==> src/hw/cifl_pkg.sv <==
// Constants and carriers for the core interrupt flag logic
package cifl_pkg;
    localparam int ADDR_W = 12;
    localparam int IDX_CORE = 'h07;
    localparam int IDX_P2 = 'h10;
    localparam int IDX_ISTAT = 'h20;
    localparam int IDX_ICLR = 'h21;
    localparam int IDX_IEN = 'h22;
    localparam int IDX_CTRL = 'h23;
    localparam logic [11:0] A_CORE = 12'(IDX_CORE * 4);
    localparam logic [11:0] A_P2 = 12'(IDX_P2 * 4);
    localparam logic [11:0] A_ISTAT = 12'(IDX_ISTAT * 4);
    localparam logic [11:0] A_ICLR = 12'(IDX_ICLR * 4);
    localparam logic [11:0] A_IEN = 12'(IDX_IEN * 4);
    localparam logic [11:0] A_CTRL = 12'(IDX_CTRL * 4);
    localparam int C_SUM = 7;
    localparam int C_PINF = 6;
    localparam int C_TOVF = 5;
    localparam int C_EXTF = 4;
    localparam int C_PEN = 3;
    localparam int C_PINE = 2;
    localparam int C_TOVE = 1;
    localparam int C_EXTE = 0;
    localparam logic [7:0] CORE_RESET = 8'h00;
    localparam int P2_SER = 7;
    localparam int P2_BCL = 6;
    localparam int P2_CONV = 5;
    localparam int P2_CAP4 = 3;
    localparam int P2_CAP3 = 2;
    localparam int P2_TX = 1;
    localparam int P2_RX = 0;
    localparam logic [7:0] P2_RW_MASK = 8'hEC;
    localparam logic [7:0] P2_RESET = 8'h00;
    localparam int K_GDIS = 0;
    localparam int K_PINRISE = 1;
    localparam int K_EXTRISE = 2;
    localparam logic [2:0] CTRL_RESET = 3'h7;
    localparam logic [7:0] VEC_RESET = 8'h00;
    localparam logic [7:0] VEC_EXT = 8'h08;
    localparam logic [7:0] VEC_TOVF = 8'h10;
    localparam logic [7:0] VEC_PIN = 8'h18;
    localparam logic [7:0] VEC_PERI = 8'h20;
    localparam int SYNC_STAGES = 3;
    typedef struct packed {
        logic xferDone;
        logic startDone;
        logic stopDone;
        logic rstartDone;
        logic ackDone;
        logic startSeen;
        logic stopSeen;
    } cifl_serial_t;
    typedef struct packed {
        logic busCollision;
        logic convDone;
        logic capture4;
        logic capture3;
    } cifl_periph_t;
endpackage

==> src/hw/cifl_core.sv <==
// Core interrupt flag, enable and vectoring logic with APB registers
//
// Behaviour
// - Peripheral summary bit reads as OR of all peripheral flag bits.
// - Flags set on their event regardless of enables or global disable.
// - Enable cleared while enabled and its flag setting: vector to reset.
// - Pin edge flag sets on chosen edge, cleared when its vector taken.
// - Timer overflow flag sets on overflow, cleared when its vector taken.
// - Timer overflow enable gates the timer overflow request.
// - Serial flag sets on transfer or initiated condition done; software clears.
// - Interrupt wake-up shows its source in the flag registers.
// - Wake-up with interrupts enabled loads the interrupt vector.
// - Return from interrupt re-enables interrupts globally.
// - In I2C mode detected start and stop conditions set the serial flag.
`timescale 1ns/10ps
`default_nettype none
module cifl_core (
    // Clock and reset
    input wire logic mclk,
    input wire logic reset_n,
    // APB slave
    input wire logic [cifl_pkg::ADDR_W-1:0] paddr,
    input wire logic psel,
    input wire logic penable,
    input wire logic pwrite,
    input wire logic [31:0] pwdata,
    output logic [31:0] prdata,
    output logic pready,
    output logic pslverr,
    // Interrupt sources
    input wire logic timerOverflow,
    input wire logic timerClockPin,
    input wire logic externalEdgePin,
    input wire cifl_pkg::cifl_serial_t serialEvt,
    input wire logic i2cMode,
    input wire cifl_pkg::cifl_periph_t periphEvt,
    input wire logic secondChannelTxEmpty,
    input wire logic secondChannelRxFull,
    input wire logic [7:0] periphOneFlags,
    // CPU vectoring
    input wire logic vectorTaken,
    input wire logic returnFromInterrupt,
    output logic vectorRequest,
    output logic [7:0] vectorAddress,
    output logic resetVectorRequest,
    output logic wakeRequest,
    output logic irq
);
    logic [31:0] prdata_reg, rdMux;
    logic pready_reg, pslverr_reg, vreq_reg, rstv_reg, wake_reg, irq_reg;
    logic [7:0] core_reg, p2_reg, istat_reg, ien_reg, vaddr_reg, evt, core_next, p2_next;
    logic [2:0] ctrl_reg, ctrl_next;
    logic [1:0] s1, s2, s3, stable, pinEdge, pinIn, riseSel;
    logic setupPh, wrAcc, hit, gdis, summary, serSet, periAny, resetEvt;
    logic [3:0] pend, enClr, flagEvt;

    assign prdata = prdata_reg;
    assign pready = pready_reg;
    assign pslverr = pslverr_reg;
    assign vectorRequest = vreq_reg;
    assign vectorAddress = vaddr_reg;
    assign resetVectorRequest = rstv_reg;
    assign wakeRequest = wake_reg;
    assign irq = irq_reg;

    assign gdis = ctrl_reg[cifl_pkg::K_GDIS];
    assign setupPh = psel & ~penable;
    assign wrAcc = psel & penable & pready_reg & pwrite;

    // Pin inputs: three flops, level accepted when stages two and three agree
    assign pinIn = {externalEdgePin, timerClockPin};
    assign riseSel = {ctrl_reg[cifl_pkg::K_EXTRISE], ctrl_reg[cifl_pkg::K_PINRISE]};
    for (genvar i = 0; i < 2; i++) begin : g_pin
        always_ff @(posedge mclk or negedge reset_n) begin
            if (!reset_n) begin
                s1[i] <= 1'b0;
                s2[i] <= 1'b0;
                s3[i] <= 1'b0;
                stable[i] <= 1'b0;
            end else begin
                s1[i] <= pinIn[i];
                s2[i] <= s1[i];
                s3[i] <= s2[i];
                if (s2[i] == s3[i]) begin
                    stable[i] <= s3[i];
                end
            end
        end
        // Selected edge only; polarity from the control register
        assign pinEdge[i] = (s2[i] == s3[i]) & (s3[i] != stable[i])
            & (s3[i] == riseSel[i]);
    end

    // Serial flag causes; start/stop detection only counts in I2C mode
    assign serSet = serialEvt.xferDone | serialEvt.startDone
        | serialEvt.stopDone | serialEvt.rstartDone | serialEvt.ackDone
        | (i2cMode & (serialEvt.startSeen | serialEvt.stopSeen));
    assign periAny = serSet | periphEvt.busCollision | periphEvt.convDone
        | periphEvt.capture4 | periphEvt.capture3;

    // Summary is unmasked: a disabled peripheral still shows here
    assign summary = |{p2_reg & cifl_pkg::P2_RW_MASK, secondChannelTxEmpty,
        secondChannelRxFull, periphOneFlags};

    assign pend = {summary & core_reg[cifl_pkg::C_PEN],
        core_reg[cifl_pkg::C_PINF] & core_reg[cifl_pkg::C_PINE],
        core_reg[cifl_pkg::C_TOVF] & core_reg[cifl_pkg::C_TOVE],
        core_reg[cifl_pkg::C_EXTF] & core_reg[cifl_pkg::C_EXTE]};

    // Enable dropped by software while interrupts are live
    always_comb begin
        enClr = 4'h0;
        if (wrAcc && paddr == cifl_pkg::A_CORE && !gdis) begin
            enClr = core_reg[3:0] & ~pwdata[3:0];
        end
    end
    assign flagEvt = {periAny, pinEdge[0], timerOverflow, pinEdge[1]};
    // Software guard against this is setting global disable first
    assign resetEvt = |(enClr & flagEvt);

    assign evt = {resetEvt, periphEvt.capture4 | periphEvt.capture3,
        periphEvt.convDone, periphEvt.busCollision, serSet,
        pinEdge[0], timerOverflow, pinEdge[1]};

    // Core register: hardware set wins over software and vector clears
    always_comb begin
        core_next = core_reg;
        if (wrAcc && paddr == cifl_pkg::A_CORE) begin
            core_next[6:0] = pwdata[6:0];
        end
        if (vectorTaken && vaddr_reg == cifl_pkg::VEC_PIN) begin
            core_next[cifl_pkg::C_PINF] = 1'b0;
        end
        if (vectorTaken && vaddr_reg == cifl_pkg::VEC_TOVF) begin
            core_next[cifl_pkg::C_TOVF] = 1'b0;
        end
        if (vectorTaken && vaddr_reg == cifl_pkg::VEC_EXT) begin
            core_next[cifl_pkg::C_EXTF] = 1'b0;
        end
        if (pinEdge[0]) begin
            core_next[cifl_pkg::C_PINF] = 1'b1;
        end
        if (timerOverflow) begin
            core_next[cifl_pkg::C_TOVF] = 1'b1;
        end
        if (pinEdge[1]) begin
            core_next[cifl_pkg::C_EXTF] = 1'b1;
        end
        core_next[cifl_pkg::C_SUM] = 1'b0;
    end

    always_ff @(posedge mclk or negedge reset_n) begin
        if (!reset_n) begin
            core_reg <= cifl_pkg::CORE_RESET;
        end else begin
            core_reg <= core_next;
        end
    end

    // Second peripheral flags; no hardware clear, only software
    always_comb begin
        p2_next = p2_reg;
        if (wrAcc && paddr == cifl_pkg::A_P2) begin
            p2_next = pwdata[7:0] & cifl_pkg::P2_RW_MASK;
        end
        if (serSet) begin
            p2_next[cifl_pkg::P2_SER] = 1'b1;
        end
        if (periphEvt.busCollision) begin
            p2_next[cifl_pkg::P2_BCL] = 1'b1;
        end
        if (periphEvt.convDone) begin
            p2_next[cifl_pkg::P2_CONV] = 1'b1;
        end
        if (periphEvt.capture4) begin
            p2_next[cifl_pkg::P2_CAP4] = 1'b1;
        end
        if (periphEvt.capture3) begin
            p2_next[cifl_pkg::P2_CAP3] = 1'b1;
        end
    end

    always_ff @(posedge mclk or negedge reset_n) begin
        if (!reset_n) begin
            p2_reg <= cifl_pkg::P2_RESET;
        end else begin
            p2_reg <= p2_next;
        end
    end

    // Global disable: vector entry sets it, return clears it
    always_comb begin
        ctrl_next = ctrl_reg;
        if (wrAcc && paddr == cifl_pkg::A_CTRL) begin
            ctrl_next = pwdata[2:0];
        end
        if (returnFromInterrupt) begin
            ctrl_next[cifl_pkg::K_GDIS] = 1'b0;
        end
        if (vectorTaken) begin
            ctrl_next[cifl_pkg::K_GDIS] = 1'b1;
        end
    end

    always_ff @(posedge mclk or negedge reset_n) begin
        if (!reset_n) begin
            ctrl_reg <= cifl_pkg::CTRL_RESET;
        end else begin
            ctrl_reg <= ctrl_next;
        end
    end

    // Vector request in fixed priority; dropped while a take is acknowledged
    always_ff @(posedge mclk or negedge reset_n) begin
        if (!reset_n) begin
            vreq_reg <= 1'b0;
            vaddr_reg <= cifl_pkg::VEC_RESET;
            rstv_reg <= 1'b0;
            wake_reg <= 1'b0;
        end else begin
            vreq_reg <= ~gdis & (|pend) & ~vectorTaken;
            wake_reg <= |pend;
            rstv_reg <= resetEvt;
            if (pend[0]) begin
                vaddr_reg <= cifl_pkg::VEC_EXT;
            end else if (pend[1]) begin
                vaddr_reg <= cifl_pkg::VEC_TOVF;
            end else if (pend[2]) begin
                vaddr_reg <= cifl_pkg::VEC_PIN;
            end else if (pend[3]) begin
                vaddr_reg <= cifl_pkg::VEC_PERI;
            end
        end
    end

    // Sticky event status; new events win over a clear in the same cycle
    always_ff @(posedge mclk or negedge reset_n) begin
        if (!reset_n) begin
            istat_reg <= 8'h00;
            ien_reg <= 8'h00;
            irq_reg <= 1'b0;
        end else begin
            if (wrAcc && paddr == cifl_pkg::A_ICLR) begin
                istat_reg <= (istat_reg & ~pwdata[7:0]) | evt;
            end else begin
                istat_reg <= istat_reg | evt;
            end
            if (wrAcc && paddr == cifl_pkg::A_IEN) begin
                ien_reg <= pwdata[7:0];
            end
            irq_reg <= |(istat_reg & ien_reg);
        end
    end

    // Read decode; write-only clear register reads zero
    always_comb begin
        rdMux = 32'h0000_0000;
        hit = 1'b1;
        if (paddr == cifl_pkg::A_CORE) begin
            rdMux[7:0] = {summary, core_reg[6:0]};
        end else if (paddr == cifl_pkg::A_P2) begin
            rdMux[7:0] = (p2_reg & cifl_pkg::P2_RW_MASK)
                | {6'h00, secondChannelTxEmpty, secondChannelRxFull};
        end else if (paddr == cifl_pkg::A_ISTAT) begin
            rdMux[7:0] = istat_reg;
        end else if (paddr == cifl_pkg::A_ICLR) begin
            rdMux = 32'h0000_0000;
        end else if (paddr == cifl_pkg::A_IEN) begin
            rdMux[7:0] = ien_reg;
        end else if (paddr == cifl_pkg::A_CTRL) begin
            rdMux[2:0] = ctrl_reg;
        end else begin
            hit = 1'b0;
        end
    end

    // One wait-free access phase: answer prepared in the setup cycle
    always_ff @(posedge mclk or negedge reset_n) begin
        if (!reset_n) begin
            prdata_reg <= 32'h0000_0000;
            pready_reg <= 1'b0;
            pslverr_reg <= 1'b0;
        end else begin
            pready_reg <= setupPh;
            pslverr_reg <= setupPh & ~hit;
            if (setupPh && !pwrite) begin
                prdata_reg <= rdMux;
            end
        end
    end
endmodule
`default_nettype wire

==> config.mk <==
export PLATFORM = sky130hd
export DESIGN_NAME = cifl_core
export DESIGN_NICKNAME = d
export VERILOG_FILES = /design/src/hw/cifl_pkg.sv /design/src/hw/cifl_core.sv
export SDC_FILE = /design/constraint.sdc
export NUM_CORES = 1
export LEC_CHECK = 0
export BUFFER_PORTS_ARGS = -buffer_cell sky130_fd_sc_hd__buf_2
export CORE_ASPECT_RATIO = 0.7
export CORE_MARGIN = 1
export CORE_UTILIZATION = 30
export DETAILED_ROUTE_END_ITERATION = 7
export RECOVER_POWER = 100
export SETUP_SLACK_MARGIN = 0.1
export SLEW_MARGIN = 15
export SYNTH_ARGS = -nofsm -noshare
export SYNTH_HDL_FRONTEND = slang
export SYNTH_SLANG_ARGS = --single-unit
==> constraint.sdc <==
create_clock -name mclk -period 2.49 [get_ports mclk]
set_input_delay 0.249 -clock mclk [delete_from_list [all_inputs] [get_ports mclk]]
set_output_delay 0.249 -clock mclk [all_outputs]
set_load 0.01 [all_outputs]
After elaboration in Yosys (flattened, before gate mapping)
Cells that the tools add are included.
{ "word_totals": {"reg_bits": 61, "in_bits": 76, "output_inout_bits": 46, "elab_cells": 145} }
{ "classes": {"eq_ne": 15, "n_mux": 35, "n_bitwise": 40, "n_reduce_logical": 26} }
{ "ops": {"columns": ["op", "count"], "rows": [
  ["8-bit two-way mux", 10],
  ["12-bit by 8-bit equality test with 1-bit output, second input constant", 4],
  ["1-bit two-way mux", 20],
  ["1-bit bitwise AND", 16],
  ["8-bit bitwise AND", 2],
  ["8-bit by 5-bit equality test with 1-bit output, second input constant", 2],
  ["8-bit OR", 2],
  ["15-bit OR reduction", 1],
  ["12-bit by 5-bit equality test with 1-bit output, second input constant", 1],
  ["12-bit by 7-bit equality test with 1-bit output, second input constant", 1],
  ["3-bit nonzero test", 4],
  ["1-bit OR", 11],
  ["1-bit logical AND", 10],
  ["2-bit nonzero test", 5],
  ["4-bit bitwise AND", 2],
  ["8-bit by 4-bit equality test with 1-bit output, second input constant", 1],
  ["8-bit inverter", 1],
  ["8-bit by 2-bit OR with 8-bit output", 1],
  ["4-bit OR reduction", 2],
  ["8-bit OR reduction", 1],
  ["7-bit two-way mux", 1],
  ["3-bit two-way mux", 2],
  ["5-bit two-way mux", 1],
  ["1-bit equality test", 4],
  ["other kinds (6)", 11]
]} }

Logic depth before layout (Yosys ltp)
Gate-level depths: netlist of the first run.
{ "logic_depth": {"ltp_word": 13, "ltp_mapped": 6, "ltp_nobuf": 4} }

Worst setup path before layout of the first run
Ideal clock, no wire load.
{ "synth_path": {"path_kind": "input-to-reg", "from": "input paddr[11] in the netlist's numbering", "to": "register ien_reg[0]", "setup_ns": 0.125, "t_arrival_ns": 2.071, "required_time_ns": 2.365, "setup_slack_ns": 0.294, "stages": 6, "n_path_buf": 2, "cell_sequence": "or4_4 -> or3_1 -> buf_6 -> or3_4 -> buf_6 -> mux2_4"} }
{ "synth_between": {"elab_chain_len": 2} }
{ "synth_rtl": {"columns": ["item", "line_no", "source"], "rows": [
  ["from (decl)", "cifl_core.sv:22", "input wire logic [cifl_pkg::ADDR_W-1:0] paddr,"],
  ["12-bit by 8-bit equality test with 1-bit output", "cifl_core.sv:248", "if (wrAcc && paddr == cifl_pkg::A_IEN) begin"],
  ["1-bit logical AND", "cifl_core.sv:248", null],
  ["to (signal assigned)", "cifl_core.sv:249", "ien_reg <= pwdata[7:0];"],
  ["to (decl)", "cifl_core.sv:51", "logic [7:0] core_reg, p2_reg, istat_reg, ien_reg, vaddr_reg, evt, core_next, p2_next;"]
]} }
Every way passes these cells.
A chain may end at the register's enable or synchronous reset.

Final worst setup path of the first run
{ "layout_path": {"from": "input paddr[11] in the netlist's numbering", "to": "register ctrl_reg[0]"} }
{ "layout_between": {"elab_chain_len": 3} }
{ "layout_rtl": {"columns": ["item", "line_no", "source"], "rows": [
  ["12-bit by 8-bit equality test with 1-bit output", "cifl_core.sv:194", "if (wrAcc && paddr == cifl_pkg::A_CTRL) begin"],
  ["1-bit logical AND", "cifl_core.sv:194", null],
  ["3-bit nonzero test (no line)", null, null],
  ["to (signal assigned)", "cifl_core.sv:207", "ctrl_reg <= cifl_pkg::CTRL_RESET;"],
  ["to (signal assigned)", "cifl_core.sv:209", "ctrl_reg <= ctrl_next;"],
  ["to (decl)", "cifl_core.sv:52", "logic [2:0] ctrl_reg, ctrl_next;"]
]} }
Every way passes these cells.

==> flow_summary.toml, run 1 <==
[run_status]
status = "complete, no violations"

[setup_path]
ff2ff_path_depth = 4
regToRegSetupSlack_ps = 550
worstSetupStartpointType = "input port"
reg2reg_from = "p2_reg[6]"
worstSetupPathType = "in2reg"
end_kind = "flip-flop"
crit_fanout = 8
cp.required_ps = 2720
crit_arrival_ps = 2390
crit_start = "paddr[11]"
rr_endpoint = "prdata[7]"

[clocking]
numCtsBuffers = 5
cts_setup_buffers = 0
clockRootBuffer = "clkbuf_16"
clkLatencyLatePin_ps = 300
h-tree-depth = 2
cts_tree = "done"
post_cts_resized = 0
clock_sinks = 56
clkTransAtPathRegs_ps = 70
clock_path_buffers = 2

[yosys]
ys_ff_latch = 56
synth.top_cell.area_share = 0.440
synth_cells = 283
ys_top_cells_by_count = "dfrtp_1, buf_4, nand2_1"
synth_flop_cell = "dfrtp_1"
synth-edff-count = 0
synth_most_common_cell = "dfrtp_1"
synth_top_cell_by_area = "dfrtp_1"
yosysWarnings = 0
async_flop_share = 1.00
avgSynthCellArea_um2 = 10.7
yosysSeqAreaShare = 0.466
syn_area_mm2 = 0.00301
netlist_top_cells_area = "dfrtp_1, buf_4, mux2_4"
synth.distinct_cells = 52

[placement]
detailed_place_hpwl_mm = 6.42
gp_congestion = 0.892
io_buffers = 68

[routing]
drt_first_iter_violations = 133
routed.top_layer = "met4"
wl_met3_um = 866
drt_first_pass_iters = 4
via_per_inst = 5.15
wl_met1_mm = 3.99
postRouteAntennaNets = 0
drc = 0
num_vias = 2488
avgRoutedWirePerCell_um = 17.3
routed_wirelength_mm = 8.37
wl_met2_mm = 3.42

[cells_and_area]
nFillCells = 1020
fin_nets = 430
area_growth_syn_to_layout_pct = 15.3
antenna_cells = 0
utilization = 0.357
drive_above_1_share = 0.206

[worst_hold_path]
min_to = "s1[0]"
hold_path_startpoint = "timerClockPin"
hold_class = "in2reg"
hold-path-cell-count = 1

[timing]
slew_violations = 0
finalCriticalPeriod_ps = 2160
period_share = 0.867
rsz0062_at_grt = "false"
max_slew_margin = 0.174
worst_pin_slew_ps = 1240
setup_tns_ps = 0
setup_viol = 0
timing.fmax_mhz = 463
skew_ps = 6.50
finalHoldViolations = 0

[floorplanning]
coreArea_mm2 = 0.00972
io_pins = 122
rows = 30
die-area_mm2 = 0.0105
die_x_um = 122
die_h_um = 85.9
initial_core_util = 0.310

[power_and_ir_drop]
vdd_ir_drop_max_uv = 244
leakage_nw = 1.48
powerDensity_mw_per_mm2 = 515

[run]
drv_cap = 0

[grt]
grt.total_usage = 0.169
grt_start_max_net_pins = 35
antenna_found_initial = 0
grt_pass1_vias = 2366
overflow = 0
grt_pass1_wl_mm = 13.1
-- metrics by stage --
step / cells / total power [mW] / hold slack [ps] / setup WS, ps / instance area [um^2]
after floorplan: 311 / 1.06 / -46.6 / 294 / 3120
after global placement: 474 / 1.12 / 259 / 192 / 3400
after detailed placement: 474 / 1.13 / 263 / 158 / 3400
after CTS: 483 / 1.82 / 44.1 / 473 / 3550
after global routing: 483 / 1.88 / 42.0 / 272 / 3470
final: 483 / 1.79 / 52.0 / 332 / 3470
-- how the worst max path moves through the flow --
stage	to	slack (ps)	depth (start not counted)
floorplan	ien_reg[0]	290	6
global placement	ctrl_reg[0]	190	6
detailed placement	ctrl_reg[2]	160	6
CTS	ctrl_reg[2]	470	6
global route	ctrl_reg[0]	270	6
finish	ctrl_reg[0]	330	6
-- cell families (layout without fill, tap and decap cells) --
family                   Yosys count  count (layout)  synth area share
other                              1              29           0.00124
flip-flops                        56              56             0.466
adder cells (fa/ha/maj)            2               2           0.00664
AND/OR/NAND/NOR                   92              92             0.181
AO/OA/AOI/OAI                     67              67             0.161
multiplexers                      22              22            0.0888
buffers and inverters             43              87            0.0951
-- per-layer routing --
layer	track usage	vias up
li1	-	1167
met1	0.267	1218
met2	0.228	95
met3	0.0366	8
met4	0.0426	0
met5	0	-
-- what timing repair did --
item	in CTS	in global routing
setup endpoints to repair	0	0
hold buffers	1	0
endpoints found under the hold margin	22	0
-- where the power goes --
part / leakage [nW] / internal, mW / switching, mW
logic: 0.741 / 0.0592 / 0.109
clock network: 0.0679 / 0.373 / 0.311
registers: 0.672 / 0.925 / 0.0132
-- area by class of cell --
cell class	count	area, um^2	share of cell area
Clock inverter	1	5.00	0.00144
Sequential cell	56	1410	0.404
Timing Repair Buffer	77	372	0.107
Tap cell	128	160	0.0461
Clock buffer	7	133	0.0382
Multi-Input combinational cell	212	1390	0.401
Inverter	2	7.51	0.00216
-- placed cells by master (no fill, tap or decap), types with 5 or more instances in the layout --
cell type  instances
mux2i_1            8
a21oi_1            8
nand4_1           11
a211o_1            6
and3_1             5
clkbuf_16          5
or3_1              5
nand3_1            8
nand4b_1           5
mux2_1             7
nand2_1           21
or4_1              5
clkbuf_1          25
dfrtp_1           53
nor3_1             9
o31ai_1            5
conb_1            29
a21o_1             6
buf_2             48
nor2_1             5
o21ai_0           13
mux2_2             6
-- critical path, cell delays in order --
cell and delay (ps):
buf_2 100, or4_1 600, or3_1 440, clkbuf_1 230, or3_1 420, a311o_1 350
(Power assumes the default switching activity.)
==> run 2: changes to the inputs <==
REMOVE_ABC_BUFFERS = 1   (was unset)
==> run 2 against run 1 <==
  * The flow now finishes with violations (capacitance limit, slew limit)
  * Final area up 1.5%
  * Via count up 3.9%
  * Combinational power about the same
==> flow_summary.toml, run 2 (same netlist as run 1, synthesis figures left out) <==
[floorplanning]
coreArea_mm2 = 0.00972
rows = 30
die_x_um = 122
io_pins = 122
die_h_um = 85.9
die-area_mm2 = 0.0105
initial_core_util = 0.310

[worst_hold_path]
hold_class = "in2reg"

[grt]
antenna_found_initial = 0
grt.total_usage = 0.165
grt_pass1_wl_mm = 13.0
grt_pass1_vias = 2335
grt_start_max_net_pins = 30
overflow = 0

[cells_and_area]
mostFrequentLayoutCell = "dfrtp_1"
regArea_mm2 = 0.00141
multi_input_area_mm2 = 0.00140
final_cell_mix = "dfrtp_1, buf_2, conb_1"
stdcell_area_mm2 = 0.00353
utilization = 0.363
nFillCells = 999
drive_above_1_share = 0.210
antenna_cells = 0
fin_nets = 432
area_growth_syn_to_layout_pct = 17.0

[setup_path]
worstSetupPathType = "in2reg"
crit_fanout = 16
cp.required_ps = 2670
end_kind = "flip-flop"
crit_arrival_ps = 2330
worstSetupStartpointType = "input port"

[clocking]
cts_tree = "done"
post_cts_resized = 0
clockRootBuffer = "clkbuf_16"
clock_sinks = 56
numCtsBuffers = 5
h-tree-depth = 2
clkLatencyLatePin_ps = 290
cts_setup_buffers = 0
clkTransAtPathRegs_ps = 70
ctsHoldBuffers = 0
clock_path_buffers = 2

[timing]
finalHoldViolations = 0
skew_ps = 6.36
max_slew_margin = -0.0683
rsz0062_at_grt = "false"
setup_viol = 0
finalCriticalPeriod_ps = 2150
setup_tns_ps = 0
period_share = 0.862
worst_pin_slew_ps = 1600
timing.fmax_mhz = 466
slew_violations = 29
holdWs_ps = 64.8

[power_and_ir_drop]
vdd_ir_drop_max_uv = 250
p_total_mw = 1.96
leakage_nw = 1.50
powerDensity_mw_per_mm2 = 555

[routing]
wl_met2_mm = 3.68
drc = 0
num_vias = 2584
wl_met3_um = 689
drt_first_pass_iters = 5
drt_first_iter_violations = 163
routed_wirelength_mm = 8.61
postRouteAntennaNets = 0
routed.top_layer = "met4"
via_per_inst = 5.33
wl_met1_mm = 4.22
avgRoutedWirePerCell_um = 17.7

[placement]
detailed_place_hpwl_mm = 6.67
placed_area_mm2 = 0.00344
io_buffers = 68
gp_congestion = 0.906

[run_status]
status = "finished, violations left"
violations = "capacitance limit, slew limit"

[run]
drv_cap = 1
-- run 2: area by class of cell --
class / instances / area share
flip-flops and latches: 56 / 0.399
multi-input cells: 212 / 0.396
repair buffers: 79 / 0.106
well taps: 128 / 0.0454
clock buffers: 7 / 0.0433
clock inverters: 1 / 0.00852
inverters: 2 / 0.00213
-- run 2: report_power, final --
part           total, mW  internal (mW)  switching, mW
combinational      0.171         0.0600          0.111
clock              0.847          0.530          0.317
sequential         0.938          0.925         0.0138
total               1.96           1.51          0.441
-- run 2: critical path, stage by stage --
cell and delay (ps):
buf_2 100, or4_4 560, nor3_1 180, clkbuf_1 560, nand2_1 300, a211o_1 370
-- run 2: path summary, 6_finish.rpt --
check	start	to	slack, ps	depth (start not counted)
max	paddr[11]	p2_reg[2]	340	6
min	externalEdgePin	s1[1]	60	1
max reg2reg	pready	p2_reg[2]	510	5
min reg2reg	s1[0]	s2[0]	350	0
max in group asynchronous	reset_n	stable[0]	660	2
min in group asynchronous	reset_n	vectorAddress[4]	350	1
-- run 2: metal layers --
layer | vias up | track usage
met5 | - | 0
li1 | 1177 | -
met3 | 2 | 0.0306
met1 | 1280 | 0.256
met2 | 125 | 0.241
met4 | 0 | 0.0213
-- run 2: per-stage QoR --
stage,setup slack [ps],std cells
after floorplan,216,270
after global placement,228,477
after detailed placement,189,477
after CTS,483,485
after global routing,217,485
final,343,485
==> run 3: changes to the inputs <==
CTS_BUF_LIST = sky130_fd_sc_hd__clkbuf_16   (was unset)
==> run 3 against run 2 <==
  * The flow still finishes with violations (capacitance limit, slew limit)
  * Wire length shrank 0.50%
  * Cell count is the same
  * Clock skew is essentially flat
  * Critical path depth stayed put
  * Core utilization down 0.15 points
  * Setup slack lost 13 ps
  * Global-route usage up 0.072 points
  * Final area fell by 0.43%
==> flow_summary.toml, run 3 (same netlist as run 1, synthesis figures left out) <==
[grt]
grt_pass1_vias = 2342
grt.total_usage = 0.166
antenna_found_initial = 0
grt_start_max_net_pins = 30
overflow = 0
grt_pass1_wl_mm = 13.1

[timing]
setup_tns_ps = 0
finalHoldViolations = 0
timing.fmax_mhz = 463
slew_violations = 29
worst_pin_slew_ps = 1610
skew_ps = 6.23
period_share = 0.867
rsz0062_at_grt = "false"
max_slew_margin = -0.0734
finalCriticalPeriod_ps = 2160
setup_viol = 0
holdWs_ps = 65.7

[routing]
drt_first_iter_violations = 169
avgRoutedWirePerCell_um = 17.7
drc = 0
postRouteAntennaNets = 0
drt_first_pass_iters = 4
routed_wirelength_mm = 8.56
num_vias = 2574
via_per_inst = 5.31

[clocking]
h-tree-depth = 2
clock_sinks = 56
clkTransAtPathRegs_ps = 70
cts_setup_buffers = 0
clockRootBuffer = "clkbuf_16"
post_cts_resized = 0
cts_tree = "done"
clkLatencyLatePin_ps = 290
ctsHoldBuffers = 0
clock_path_buffers = 2
numCtsBuffers = 5

[placement]
io_buffers = 68
gp_congestion = 0.906
placed_area_mm2 = 0.00344
detailed_place_hpwl_mm = 6.67

[power_and_ir_drop]
leakage_nw = 1.50
vdd_ir_drop_max_uv = 265
powerDensity_mw_per_mm2 = 538

[worst_hold_path]
hold_path_startpoint = "externalEdgePin"
hold_class = "in2reg"

[floorplanning]
io_pins = 122
initial_core_util = 0.310
die_h_um = 85.9
die_x_um = 122
rows = 30
coreArea_mm2 = 0.00972
die-area_mm2 = 0.0105

[cells_and_area]
final_cell_mix = "dfrtp_1, buf_2, conb_1"
mostFrequentLayoutCell = "dfrtp_1"
antenna_cells = 0
fin_nets = 432
stdcell_area_mm2 = 0.00351
area_growth_syn_to_layout_pct = 16.5
drive_above_1_share = 0.210

[setup_path]
crit_arrival_ps = 2330
worstSetupPathType = "in2reg"
cp_slowest_cell = "clkbuf_1"
worstSetupStartpointType = "input port"
crit_fanout = 16
reg2reg_from = "pready"
end_kind = "flip-flop"
worstPathCellList = "buf_2, or4_4, nor3_1, clkbuf_1, nand3_1, a311o_1"
cp.required_ps = 2660
crit_start = "paddr[11]"
cpPeakStageDelay_ps = 570

[run_status]
violations = "capacitance limit, slew limit"
status = "finished, violations left"

[run]
drv_cap = 1
==> run 3: per-stage QoR <==
step           setup slack, ps   util  power (mW)  cells
6_report                   330  0.361        1.89    485
5_1_grt                    217  0.361        1.96    485
4_1_cts                    480  0.370        1.91    485
3_5_place_dp               189  0.353        1.13    477
3_3_place_gp               228  0.353        1.13    477
2_1_floorplan              216      -        1.02    270
==> run 3: path summary, 6_finish.rpt <==
path                                          to  slack, ps  cells after the start
worst max-delay path                 core_reg[5]        330                      6
worst min register to register             s2[0]        350                      0
worst min-delay path                       s1[1]         70                      1
min in group asynchronous       vectorAddress[4]        350                      1
worst max register to register       core_reg[5]        510                      5
max in group asynchronous             ien_reg[1]        660                      2
==> run 3: final cells by class <==
| cell class | count | area, um^2 |
|---|---|---|
| Clock buffer | 5 | 125 |
| Clock inverter | 3 | 37.5 |
| Fill cell | 1005 | 6210 |
| Inverter | 2 | 7.51 |
| Multi-Input combinational cell | 212 | 1400 |
| Sequential cell | 56 | 1410 |
| Tap cell | 128 | 160 |
| Timing Repair Buffer | 79 | 379 |
==> run 3: layer usage <==
metal | part of all wire | GRT usage
met5 | 0 | 0
met4 | 0.0033 | 0.0236
met3 | 0.083 | 0.0386
met1 | 0.49 | 0.256
met2 | 0.42 | 0.237
==> run 3: critical path: cells and delay by family <==
family,cells,cell delay [ps]
and+or+nand+nor,3,1020
buffers and inverters,2,670
AOI/OAI and AO/OA,1,380
==> run 3: power by group <==
part | total [mW] | switching [mW] | internal, mW
sequential | 0.938 | 0.0136 | 0.925
clock | 0.781 | 0.312 | 0.468
combinational | 0.172 | 0.111 | 0.0603
total | 1.89 | 0.437 | 1.45
